<file path="src/mic_consts.svh">
// Register offsets, bit positions, reset values and vector codes
`ifndef MIC_CONSTS_SVH
`define MIC_CONSTS_SVH
// ==========================================
// Register byte offsets (Wishbone, word aligned)
`define MIC_OFS_EDGE 6'h00
`define MIC_OFS_CTL0 6'h04
`define MIC_OFS_CTL1 6'h08
`define MIC_OFS_VEC 6'h0C
`define MIC_OFS_EVST 6'h10
`define MIC_OFS_EVMASK 6'h14
// ==========================================
// Control register 0 bit positions
`define MIC_C0_TMR_FLAG 6
`define MIC_C0_RSV5 5
`define MIC_C0_PIN_FLAG 4
`define MIC_C0_TMR_EN 3
`define MIC_C0_RSV2 2
`define MIC_C0_PIN_EN 1
`define MIC_C0_GIE 0
// ==========================================
// Control register 1 bit positions
`define MIC_C1_RLD_FLAG 6
`define MIC_C1_EMP_FLAG 5
`define MIC_C1_TICK_FLAG 4
`define MIC_C1_RLD_EN 2
`define MIC_C1_EMP_EN 1
`define MIC_C1_TICK_EN 0
// ==========================================
// Reset values
`define MIC_RST_BYTE 8'h00
`define MIC_RST_EDGE 2'h0
// ==========================================
// Vector codes, in priority order
`define MIC_VEC_PIN 3'h1
`define MIC_VEC_TMR 3'h2
`define MIC_VEC_TICK 3'h3
`define MIC_VEC_EMP 3'h4
`define MIC_VEC_RLD 3'h5
`endif

</file>
<file path="src/mic_pkg.sv">
// Types shared by the interrupt controller files
package mic_pkg;
   typedef enum logic [1:0] {
      MIC_EDGE_OFF,
      MIC_EDGE_RISE,
      MIC_EDGE_FALL,
      MIC_EDGE_BOTH
   } mic_edge_t;
   // Per-source request events, one bit per source
   typedef struct packed {
      logic rld;
      logic emp;
      logic tick;
      logic tmr;
      logic pin;
   } mic_src_t;
   typedef enum {
      MIC_IDLE,
      MIC_WAIT_ACK
   } mic_state_t;
endpackage

</file>
<file path="src/mic_edge_det.sv">
// External pin edge detector
`timescale 1ns/1ps
module mic_edge_det (
   // Clock and reset
   input wire logic clk,
   input wire logic nrst,
   // Pin and mode
   input wire logic pin,
   input wire mic_pkg::mic_edge_t mode,
   // Detected edge pulse
   output logic hit
);
   logic prev_reg;
   logic rise;
   logic fall;
   always_ff @(posedge clk) begin
      if (!nrst) begin
         prev_reg <= 1'b0;
      end else begin
         prev_reg <= pin; // RL17
      end
   end
   assign rise = pin & ~prev_reg;
   assign fall = ~pin & prev_reg;
   always_comb begin
      case (mode) // RL7
         mic_pkg::MIC_EDGE_RISE: hit = rise;
         mic_pkg::MIC_EDGE_FALL: hit = fall;
         mic_pkg::MIC_EDGE_BOTH: hit = rise | fall;
         default: hit = 1'b0;
      endcase
   end
endmodule

</file>
<file path="src/mic_intc.sv">
// Interrupt controller top: flags, enables, vector request, Wishbone slave
// Behaviour
// RL1 - One pin source plus timer, PWM, tick
// RL2 - Reload complete sets reload request flag
// RL3 - Buffer empty sets buffer empty flag
// RL4 - PWM interrupt needs enable and free stack
// RL5 - Accepted interrupt jumps to source vector
// RL6 - Each source has flag and enable
// RL7 - Edge field: off, rising, falling, both
// RL8 - Control 0 bit6 timer flag, bit3 enable
// RL9 - Control 0 bit4 pin flag, reset zero
// RL10 - Control 0 bit1 enables pin interrupt
// RL11 - Control 0 bit0 global enable gates all; here it gates the vector request only, not the IRQ summary output
// RL12 - Control 0 bits 5,2 reserved, unwritable
// RL13 - Control 1 holds PWM and tick bits
// RL14 - Service entry clears global enable
// RL15 - Blocked requests still latch flags
// RL16 - Service clears serviced source flag
// RL17 - Pin sampled, edges from consecutive samples
// RL18 - Fixed priority, one vector at once
//
// Implementation choices: the Wishbone register port and the address map.
`timescale 1ns/1ps
`include "mic_consts.svh"
module mic_intc (
   // Clock and reset
   input wire logic SYS_CLK,
   input wire logic NRST,
   // Wishbone slave
   input wire logic WB_CYC_I,
   input wire logic WB_STB_I,
   input wire logic WB_WE_I,
   input wire logic [5:0] WB_ADR_I,
   input wire logic [3:0] WB_SEL_I,
   input wire logic [31:0] WB_DAT_I,
   output logic [31:0] WB_DAT_O,
   output logic WB_ACK_O,
   // Interrupt sources
   input wire logic PIN_IN,
   input wire logic TIMER_OVF,
   input wire logic TICK_OVF,
   input wire logic RELOAD_DONE,
   input wire logic BUFFER_EMPTY,
   // Core link
   input wire logic STACK_FULL,
   input wire logic VEC_ACK,
   output logic VEC_REQ,
   output logic [2:0] VEC_NUM,
   // Summary interrupt
   output logic IRQ
);
   // ==========================================
   // Storage
   mic_pkg::mic_edge_t edge_mode_field_reg;
   mic_pkg::mic_src_t flag_reg;
   mic_pkg::mic_src_t en_reg;
   logic global_irq_enable_reg;
   logic reserved_bit_five_reg;
   logic reserved_bit_two_reg;
   logic [4:0] evst_reg;
   logic [4:0] evmask_reg;
   mic_pkg::mic_state_t state_reg;
   mic_pkg::mic_src_t served_reg;
   logic pin_hit;
   logic buf_empty_prev_reg;
   mic_pkg::mic_src_t events;
   mic_pkg::mic_src_t ready_src;
   mic_pkg::mic_src_t win;
   logic win_any;
   logic [2:0] win_vec;
   logic take;
   logic bus_req;
   logic wr;
   logic rd;
   logic [7:0] ctl0;
   logic [7:0] ctl1;
   logic [7:0] rdata;
   // ==========================================
   // Pin edge detection
   mic_edge_det u_edge (
      .clk(SYS_CLK),
      .nrst(NRST),
      .pin(PIN_IN),
      .mode(edge_mode_field_reg),
      .hit(pin_hit)
   );
   // ==========================================
   // Source events
   always_ff @(posedge SYS_CLK) begin
      if (!NRST) begin
         // Starts as empty so a drained buffer at reset gives no false edge
         buf_empty_prev_reg <= 1'b1;
      end else begin
         buf_empty_prev_reg <= BUFFER_EMPTY;
      end
   end
   always_comb begin
      events.pin = pin_hit; // RL1
      events.tmr = TIMER_OVF;
      events.tick = TICK_OVF;
      events.rld = RELOAD_DONE; // RL2
      events.emp = BUFFER_EMPTY & ~buf_empty_prev_reg; // RL3
   end
   // ==========================================
   // Arbitration
   // Stack full holds every source pending, not just the PWM pair
   assign ready_src = (global_irq_enable_reg && !STACK_FULL && state_reg == mic_pkg::MIC_IDLE) ?
      (flag_reg & en_reg) : '0; // RL4 RL11
   mic_prio_enc u_prio (
      .ready_src(ready_src),
      .any(win_any),
      .vec(win_vec),
      .onehot(win)
   );
   assign take = win_any;
   // ==========================================
   // Bus decode
   assign bus_req = WB_CYC_I & WB_STB_I & ~WB_ACK_O;
   assign wr = bus_req & WB_WE_I & WB_SEL_I[0];
   assign rd = bus_req & ~WB_WE_I;
   // ==========================================
   // Vector request to the core
   always_ff @(posedge SYS_CLK) begin
      if (!NRST) begin
         state_reg <= mic_pkg::MIC_IDLE;
         VEC_REQ <= 1'b0;
         VEC_NUM <= 3'h0;
         served_reg <= '0;
      end else begin
         case (state_reg)
            mic_pkg::MIC_IDLE: begin
               if (take) begin // RL5
                  state_reg <= mic_pkg::MIC_WAIT_ACK;
                  VEC_REQ <= 1'b1;
                  VEC_NUM <= win_vec;
                  served_reg <= win;
               end
            end
            mic_pkg::MIC_WAIT_ACK: begin
               if (VEC_ACK) begin
                  state_reg <= mic_pkg::MIC_IDLE;
                  VEC_REQ <= 1'b0;
                  served_reg <= '0;
               end
            end
            default: begin
               state_reg <= mic_pkg::MIC_IDLE;
               VEC_REQ <= 1'b0;
            end
         endcase
      end
   end
   // ==========================================
   // Request flags: hardware set wins over any clear
   always_ff @(posedge SYS_CLK) begin
      if (!NRST) begin
         flag_reg <= '0; // RL9
      end else begin
         mic_pkg::mic_src_t nxt;
         nxt = flag_reg;
         if (wr && WB_ADR_I == `MIC_OFS_CTL0) begin
            nxt.tmr = WB_DAT_I[`MIC_C0_TMR_FLAG]; // RL8
            nxt.pin = WB_DAT_I[`MIC_C0_PIN_FLAG]; // RL9
         end
         if (wr && WB_ADR_I == `MIC_OFS_CTL1) begin
            nxt.rld = WB_DAT_I[`MIC_C1_RLD_FLAG]; // RL13
            nxt.emp = WB_DAT_I[`MIC_C1_EMP_FLAG];
            nxt.tick = WB_DAT_I[`MIC_C1_TICK_FLAG];
         end
         if (state_reg == mic_pkg::MIC_IDLE && take) begin
            nxt = nxt & ~win; // RL16
         end
         flag_reg <= nxt | events; // RL6 RL15
      end
   end
   // ==========================================
   // Enables and edge mode
   always_ff @(posedge SYS_CLK) begin
      if (!NRST) begin
         en_reg <= '0;
         edge_mode_field_reg <= mic_pkg::MIC_EDGE_OFF;
         reserved_bit_five_reg <= 1'b0;
         reserved_bit_two_reg <= 1'b0;
      end else begin
         if (wr && WB_ADR_I == `MIC_OFS_EDGE) begin
            edge_mode_field_reg <= mic_pkg::mic_edge_t'(WB_DAT_I[1:0]); // RL7
         end
         if (wr && WB_ADR_I == `MIC_OFS_CTL0) begin
            en_reg.tmr <= WB_DAT_I[`MIC_C0_TMR_EN]; // RL8
            en_reg.pin <= WB_DAT_I[`MIC_C0_PIN_EN]; // RL10
            // Reserved bits keep their value on write
            reserved_bit_five_reg <= reserved_bit_five_reg; // RL12
            reserved_bit_two_reg <= reserved_bit_two_reg; // RL12
         end
         if (wr && WB_ADR_I == `MIC_OFS_CTL1) begin
            en_reg.rld <= WB_DAT_I[`MIC_C1_RLD_EN]; // RL13
            en_reg.emp <= WB_DAT_I[`MIC_C1_EMP_EN];
            en_reg.tick <= WB_DAT_I[`MIC_C1_TICK_EN];
         end
      end
   end
   // ==========================================
   // Global enable: service entry clears it after any write
   always_ff @(posedge SYS_CLK) begin
      if (!NRST) begin
         global_irq_enable_reg <= 1'b0;
      end else if (state_reg == mic_pkg::MIC_IDLE && take) begin
         global_irq_enable_reg <= 1'b0; // RL14
      end else if (wr && WB_ADR_I == `MIC_OFS_CTL0) begin
         global_irq_enable_reg <= WB_DAT_I[`MIC_C0_GIE]; // RL11
      end
   end
   // ==========================================
   // Event status and mask, read clears, set wins
   always_ff @(posedge SYS_CLK) begin
      if (!NRST) begin
         evst_reg <= 5'h00;
         evmask_reg <= 5'h00;
      end else begin
         if (rd && WB_ADR_I == `MIC_OFS_EVST) begin
            evst_reg <= events;
         end else begin
            evst_reg <= evst_reg | events;
         end
         if (wr && WB_ADR_I == `MIC_OFS_EVMASK) begin
            evmask_reg <= WB_DAT_I[4:0];
         end
      end
   end
   always_ff @(posedge SYS_CLK) begin
      if (!NRST) begin
         IRQ <= 1'b0;
      end else begin
         IRQ <= |((evst_reg | events) & evmask_reg);
      end
   end
   // ==========================================
   // Read mux and acknowledge
   always_comb begin
      ctl0 = `MIC_RST_BYTE;
      ctl0[`MIC_C0_TMR_FLAG] = flag_reg.tmr;
      ctl0[`MIC_C0_RSV5] = reserved_bit_five_reg;
      ctl0[`MIC_C0_PIN_FLAG] = flag_reg.pin;
      ctl0[`MIC_C0_TMR_EN] = en_reg.tmr;
      ctl0[`MIC_C0_RSV2] = reserved_bit_two_reg;
      ctl0[`MIC_C0_PIN_EN] = en_reg.pin;
      ctl0[`MIC_C0_GIE] = global_irq_enable_reg;
      ctl1 = `MIC_RST_BYTE;
      ctl1[`MIC_C1_RLD_FLAG] = flag_reg.rld;
      ctl1[`MIC_C1_EMP_FLAG] = flag_reg.emp;
      ctl1[`MIC_C1_TICK_FLAG] = flag_reg.tick;
      ctl1[`MIC_C1_RLD_EN] = en_reg.rld;
      ctl1[`MIC_C1_EMP_EN] = en_reg.emp;
      ctl1[`MIC_C1_TICK_EN] = en_reg.tick;
      case (WB_ADR_I)
         `MIC_OFS_EDGE: rdata = {6'h00, edge_mode_field_reg};
         `MIC_OFS_CTL0: rdata = ctl0;
         `MIC_OFS_CTL1: rdata = ctl1;
         `MIC_OFS_VEC: rdata = {4'h0, VEC_REQ, VEC_NUM};
         `MIC_OFS_EVST: rdata = {3'h0, evst_reg};
         `MIC_OFS_EVMASK: rdata = {3'h0, evmask_reg};
         default: rdata = 8'h00;
      endcase
   end
   always_ff @(posedge SYS_CLK) begin
      if (!NRST) begin
         WB_ACK_O <= 1'b0;
         WB_DAT_O <= 32'h00000000;
      end else begin
         WB_ACK_O <= bus_req;
         WB_DAT_O <= rd ? {24'h000000, rdata} : 32'h00000000;
      end
   end
endmodule

</file>
<file path="src/mic_prio_enc.sv">
// Fixed priority selector over pending enabled sources
`timescale 1ns/1ps
`include "mic_consts.svh"
module mic_prio_enc (
   // Pending and enabled sources
   input wire mic_pkg::mic_src_t ready_src,
   // Winner
   output logic any,
   output logic [2:0] vec,
   output mic_pkg::mic_src_t onehot
);
   always_comb begin
      any = 1'b1;
      vec = 3'h0;
      onehot = '0;
      if (ready_src.pin) begin // RL18
         vec = `MIC_VEC_PIN;
         onehot.pin = 1'b1;
      end else if (ready_src.tmr) begin
         vec = `MIC_VEC_TMR;
         onehot.tmr = 1'b1;
      end else if (ready_src.tick) begin
         vec = `MIC_VEC_TICK;
         onehot.tick = 1'b1;
      end else if (ready_src.emp) begin
         vec = `MIC_VEC_EMP;
         onehot.emp = 1'b1;
      end else if (ready_src.rld) begin
         vec = `MIC_VEC_RLD;
         onehot.rld = 1'b1;
      end else begin
         any = 1'b0;
      end
   end
endmodule

</file>
<file path="config.mk">
export PLATFORM = sky130hd
export DESIGN_NAME = mic_intc
export DESIGN_NICKNAME = d
export VERILOG_FILES = /design/src/mic_pkg.sv /design/src/mic_edge_det.sv /design/src/mic_intc.sv /design/src/mic_prio_enc.sv
export VERILOG_INCLUDE_DIRS = /design/src
export SDC_FILE = /design/constraint.sdc
export NUM_CORES = 1
export LEC_CHECK = 0
export BUFFER_PORTS_ARGS = -buffer_cell sky130_fd_sc_hd__buf_2
export CORE_MARGIN = 4
export CORE_UTILIZATION = 40
export CTS_CLUSTER_SIZE = 25
export DETAILED_ROUTE_END_ITERATION = 12
export MAX_ROUTING_LAYER = met4
export PLACE_DENSITY = 0.8
export SLEW_MARGIN = 20
export SYNTH_ARGS = -nofsm -noshare
export SYNTH_HDL_FRONTEND = slang
export SYNTH_HIERARCHICAL = 1
export SYNTH_SLANG_ARGS = --single-unit
</file>
<file path="constraint.sdc">
create_clock -name SYS_CLK -period 3.4 [get_ports SYS_CLK]
set_clock_uncertainty 0.2 [all_clocks]
set_input_delay 0.51 -clock SYS_CLK [delete_from_list [all_inputs] [get_ports SYS_CLK]]
set_output_delay 0.51 -clock SYS_CLK [all_outputs]
set_load 0.02 [all_outputs]
</file>
==> results.md <==
- The worst slew margin relative to its limit is 0.536.
- In this run the critical register-to-register path is captured at ctl0[4]$_SDFF_PN0_.
- Using the TritonRoute via totals, the vias-per-cell ratio works out to 5.16.
- The flow ran to the end, and the final reports show no timing, DRC or antenna violations.
- The kind of end point of the critical path is a flop.
- The number of hold violations in the final report came to 0.
- The leading cell type by number of instances after synthesis is sky130_fd_sc_hd__dfxtp_1.
- The die is 78.5 um wide.
- The number of antenna violations at the first check in global routing is 0.
- Sorting the synthesized cells by area gives the leading types as sky130_fd_sc_hd__dfxtp_1, sky130_fd_sc_hd__buf_4, sky130_fd_sc_hd__mux2i_1.
- The antenna diode count is 0.
- The tightest min-delay check is of the in -> reg type.
- After detailed routing, the average wire length per cell comes to 14.3 um.
- The area of all placed cells without fillers is 0.00224 mm^2.
- The final route contains 1724 vias.
- The average instance area after synthesis is 8.68 um^2.
- Of the cells placed in the final design, the portion with a size suffix greater than 1 is 0.202.
- The startpoint identified for the worst register-to-register timing path is VEC_REQ$_SDFFE_PN0P_.
- The actual transition at the worst max-transition pin is 0.690 ns.
- Of the available clock period, the critical path in the final layout requires 0.751.
- The power density relative to cell area is approximately 400 mW/mm^2.
- The most frequently used flop master after synthesis is sky130_fd_sc_hd__dfxtp_1.
- The number of cells on the worst hold path is 2.
- The cell area after technology mapping is ~0.0020 mm^2.
- Setup repair after global routing left no endpoint under its margin.
- The cell at the root of the clock tree is sky130_fd_sc_hd__clkbuf_8.
- The register with the most flip-flops in the final layout is WB_DAT_O.
- For this design the static power due to leakage is between 0.9 and 1 nW.
- The first global-routing pass estimated 7.69 mm of wire.
- By count the netlist is led by sky130_fd_sc_hd__dfxtp_1, sky130_fd_sc_hd__nor2_1, sky130_fd_sc_hd__buf_4.
- The sequential cells in the finished layout cover a total of 761 um^2.
- The post-detailed-route DRC marker count is 0.
- The effective utilization at floorplan is 0.418.
- The standard cell core area is 0.00475 mm^2.
- The total CTS buffers is 5.
- The number of search-and-repair iterations in the first detailed-routing pass is 6.
- The die area is 0.00616 mm^2.
- The overall track demand over capacity in global routing is 0.163.
- The clock latency on the worst-skew pair is between 0.2 and 0.3 ns.
- In this run the cell area measured after placement is approximately 0.0021 mm^2.
- The worst setup path is of the reg -> reg kind.
- Pin placement for this block handled 92 I/O pins.
- TritonCTS built the clock tree.
- The area growth from synthesis to layout is 12.5%.
- After layout, the minimum clock period comes to 2.55 ns.
- The multi-input logic area is approximately 0.0011 mm^2.
- The H-tree generated during clock tree synthesis spans 2 levels.
- Counting every sink on the clock net gives 38.
- Entering global routing, the biggest net connects 23 pins.
- STA puts the critical path data required time at 3.38 ns.
- The final-stage net count is 322.
- The share of synthesized area in the top cell type comes to 0.383.
- The maximum buffer depth of the clock tree is 2.
- The number of gates resized after CTS was 0.
- The worst hold slack is 0.198 ns.
- Counting both buffers and inverters, the worst setup path holds a total of 1.
- The post-detailed-route count of antenna-violating nets is 0.
- The worst hold path begins at VEC_ACK.
- The total length of routed wires is about 4.8 mm.
- The filler cells instantiated in the layout total 484.
- The cell with the largest stage delay on the worst path is sky130_fd_sc_hd__nor3b_1.
- In this run, synthesis inferred 0 flip-flops with an integrated enable.
- The global-route congestion overflow total is 0.
- The final setup violation count is 0.
- After clock tree synthesis, the setup repair step added 0 buffers.
- The hold buffer count at cts is 0.
- The count of cells along the worst register-to-register path is 8.
- The number of warnings printed during yosys synthesis is 6.
- In the synthesized netlist, the number of instances is 229.
- The largest total area in the synthesized netlist belongs to sky130_fd_sc_hd__dfxtp_1.
- The post-CTS clock slew at the launch and capture registers of the worst setup and hold paths is 0.08 ns.
- Setup slack on the worst reg-to-reg path comes out at between 0.8 and 0.9 ns.
- The global placer's final weighted congestion is a little under 0.9.
- Broken down by cell family, the worst path's largest delay share belongs to simple AND/OR/NAND/NOR gates.
- Max-cap violations in this run came to 0.
- IR analysis of the VDD net gives a maximum drop of 0.188 mV.
- The highest fanout seen on the critical path is 14.
- The share of the Yosys chip area taken by registers is 0.383.
- The maximum clock frequency is 392 MHz.
- Walking the worst path, the cells encountered are nor3b_1 -> and3_1 -> nor3_2 -> nand2_1 -> nor2b_1 -> buf_4 -> a21oi_1 -> a221o_2.
- After synthesis the netlist holds a flip-flop and latch count of 38.
- The largest single stage delay on the critical path is 0.48 ns.
- The detailed router finished its first iteration with 173 violations.
- The number of library cell types mapped by synthesis is 35.
- In this run the vertical extent of the chip is a little under 80 um.
- The post-detailed-placement half-perimeter wirelength is 3.62 mm.
- The end point of the worst hold path is VEC_REQ$_SDFFE_PN0P_.
- The register with the most flip-flops in the layout has 7 of them.
- The number of cell rows is 25.
- Data on the critical path arrives at its endpoint at 2.53 ns.
- Buffers placed on the I/O ports in this run total 38.
- The via count of the first global-routing pass came to about 1.7k.
- The final sum of negative setup slack is 0 ns.
- The max-slew violation total from the final report is 0.
- The worst setup path is launched from a flop.
- Counting flops with an async set or reset pin after synthesis yields a share of 0.
final cells by class:
cell class	instances	share of cell area
Multi-Input combinational cell	178	0.483
Sequential cell	38	0.340
Timing Repair Buffer	40	0.0918
Tap cell	67	0.0375
Clock buffer	6	0.0369
Clock inverter	2	0.00560
Inverter	3	0.00504
report_power, final:
group	switching, mW	leakage [nW]	internal [mW]
Sequential	0.00611	0.309	0.454
Combinational	0.0626	0.570	0.0252
Clock	0.160	0.0472	0.163
Total	0.229	0.926	0.642
worst max-delay path by stage:
stage | slack [ns] | endpoint | from | cells past startpoint
final | 0.85 | ctl0[4]$_SDFF_PN0_ | VEC_REQ$_SDFFE_PN0P_ | 8
after global routing | 0.66 | ctl1[4]$_SDFF_PN0_ | VEC_REQ$_SDFFE_PN0P_ | 8
after CTS | 0.88 | ctl0[4]$_SDFF_PN0_ | VEC_REQ$_SDFFE_PN0P_ | 8
after detailed placement | 0.68 | ctl0[4]$_SDFF_PN0_ | STACK_FULL | 9
after global placement | 0.69 | ctl0[4]$_SDFF_PN0_ | STACK_FULL | 9
after floorplan | 0.82 | ctl1[6]$_SDFF_PN0_ | STACK_FULL | 8
worst reg2reg max path, delay by kind of cell (launching register included):
kind / cells / cell delay [ns]
flops: 1 / 0.38
simple gates: 5 / 1.21
buf+inv: 1 / 0.22
compound gates: 2 / 0.44
cells in the final DEF, fill, tap and decap left out:
master                       count
sky130_fd_sc_hd__and2_1          2
sky130_fd_sc_hd__or4_1           4
sky130_fd_sc_hd__a221oi_1        2
sky130_fd_sc_hd__a221o_1         4
sky130_fd_sc_hd__nand2_1        21
sky130_fd_sc_hd__nand3b_2        1
sky130_fd_sc_hd__dfxtp_1        38
sky130_fd_sc_hd__clkinv_2        1
sky130_fd_sc_hd__a222oi_1        3
sky130_fd_sc_hd__buf_2          38
sky130_fd_sc_hd__o21ai_0         5
sky130_fd_sc_hd__a22oi_1         3
sky130_fd_sc_hd__nor2_1         32
sky130_fd_sc_hd__clkbuf_8        6
sky130_fd_sc_hd__mux2i_1        18
sky130_fd_sc_hd__nor3_1          3
sky130_fd_sc_hd__clkinvlp_4      1
sky130_fd_sc_hd__inv_1           3
sky130_fd_sc_hd__a221o_2         1
sky130_fd_sc_hd__and3_1          5
sky130_fd_sc_hd__conb_1         25
sky130_fd_sc_hd__and2b_1         1
sky130_fd_sc_hd__a211oi_1        6
sky130_fd_sc_hd__nor3b_1         2
sky130_fd_sc_hd__o21ai_1         2
sky130_fd_sc_hd__nand2b_1        6
sky130_fd_sc_hd__nor2b_1         5
sky130_fd_sc_hd__nor4_1          1
sky130_fd_sc_hd__ha_1            2
sky130_fd_sc_hd__a21oi_1        17
sky130_fd_sc_hd__nor4_4          3
sky130_fd_sc_hd__and4_1          1
sky130_fd_sc_hd__buf_4           2
sky130_fd_sc_hd__or3_1           1
sky130_fd_sc_hd__nor3_2          1
sky130_fd_sc_hd__a2111oi_0       1
per-stage QoR:
stage               setup slack, ns  instances  total power [mW]  utilization
global placement              0.692        326             0.554        0.450
global route                  0.656        334             0.911        0.470
floorplan                     0.817        253             0.549            -
detailed placement            0.678        326             0.556        0.450
CTS                           0.882        334             0.876        0.470
finish                        0.847        334             0.871        0.470
kinds of logic (layout without fill, tap and decap cells):
group | after synthesis | after routing | share of synthesized area
compound gates | 44 | 44 | 0.149
mux | 18 | 18 | 0.0906
fa+ha+maj | 2 | 2 | 0.0126
flops | 38 | 38 | 0.383
other cells | 1 | 25 | 0.00189
simple gates | 89 | 89 | 0.244
buf+inv | 37 | 51 | 0.120
per-layer routing:
layer / track usage / part of all wire / vias up
met2: 0.278 / 0.50 / 63
met4: 0.0682 / 0.019 / 0
met3: 0.0424 / 0.069 / 10
met1: 0.181 / 0.41 / 815
met5: - / 0 / -
li1: - / - / 836
Note: power is estimated with default switching activity, not from simulation.
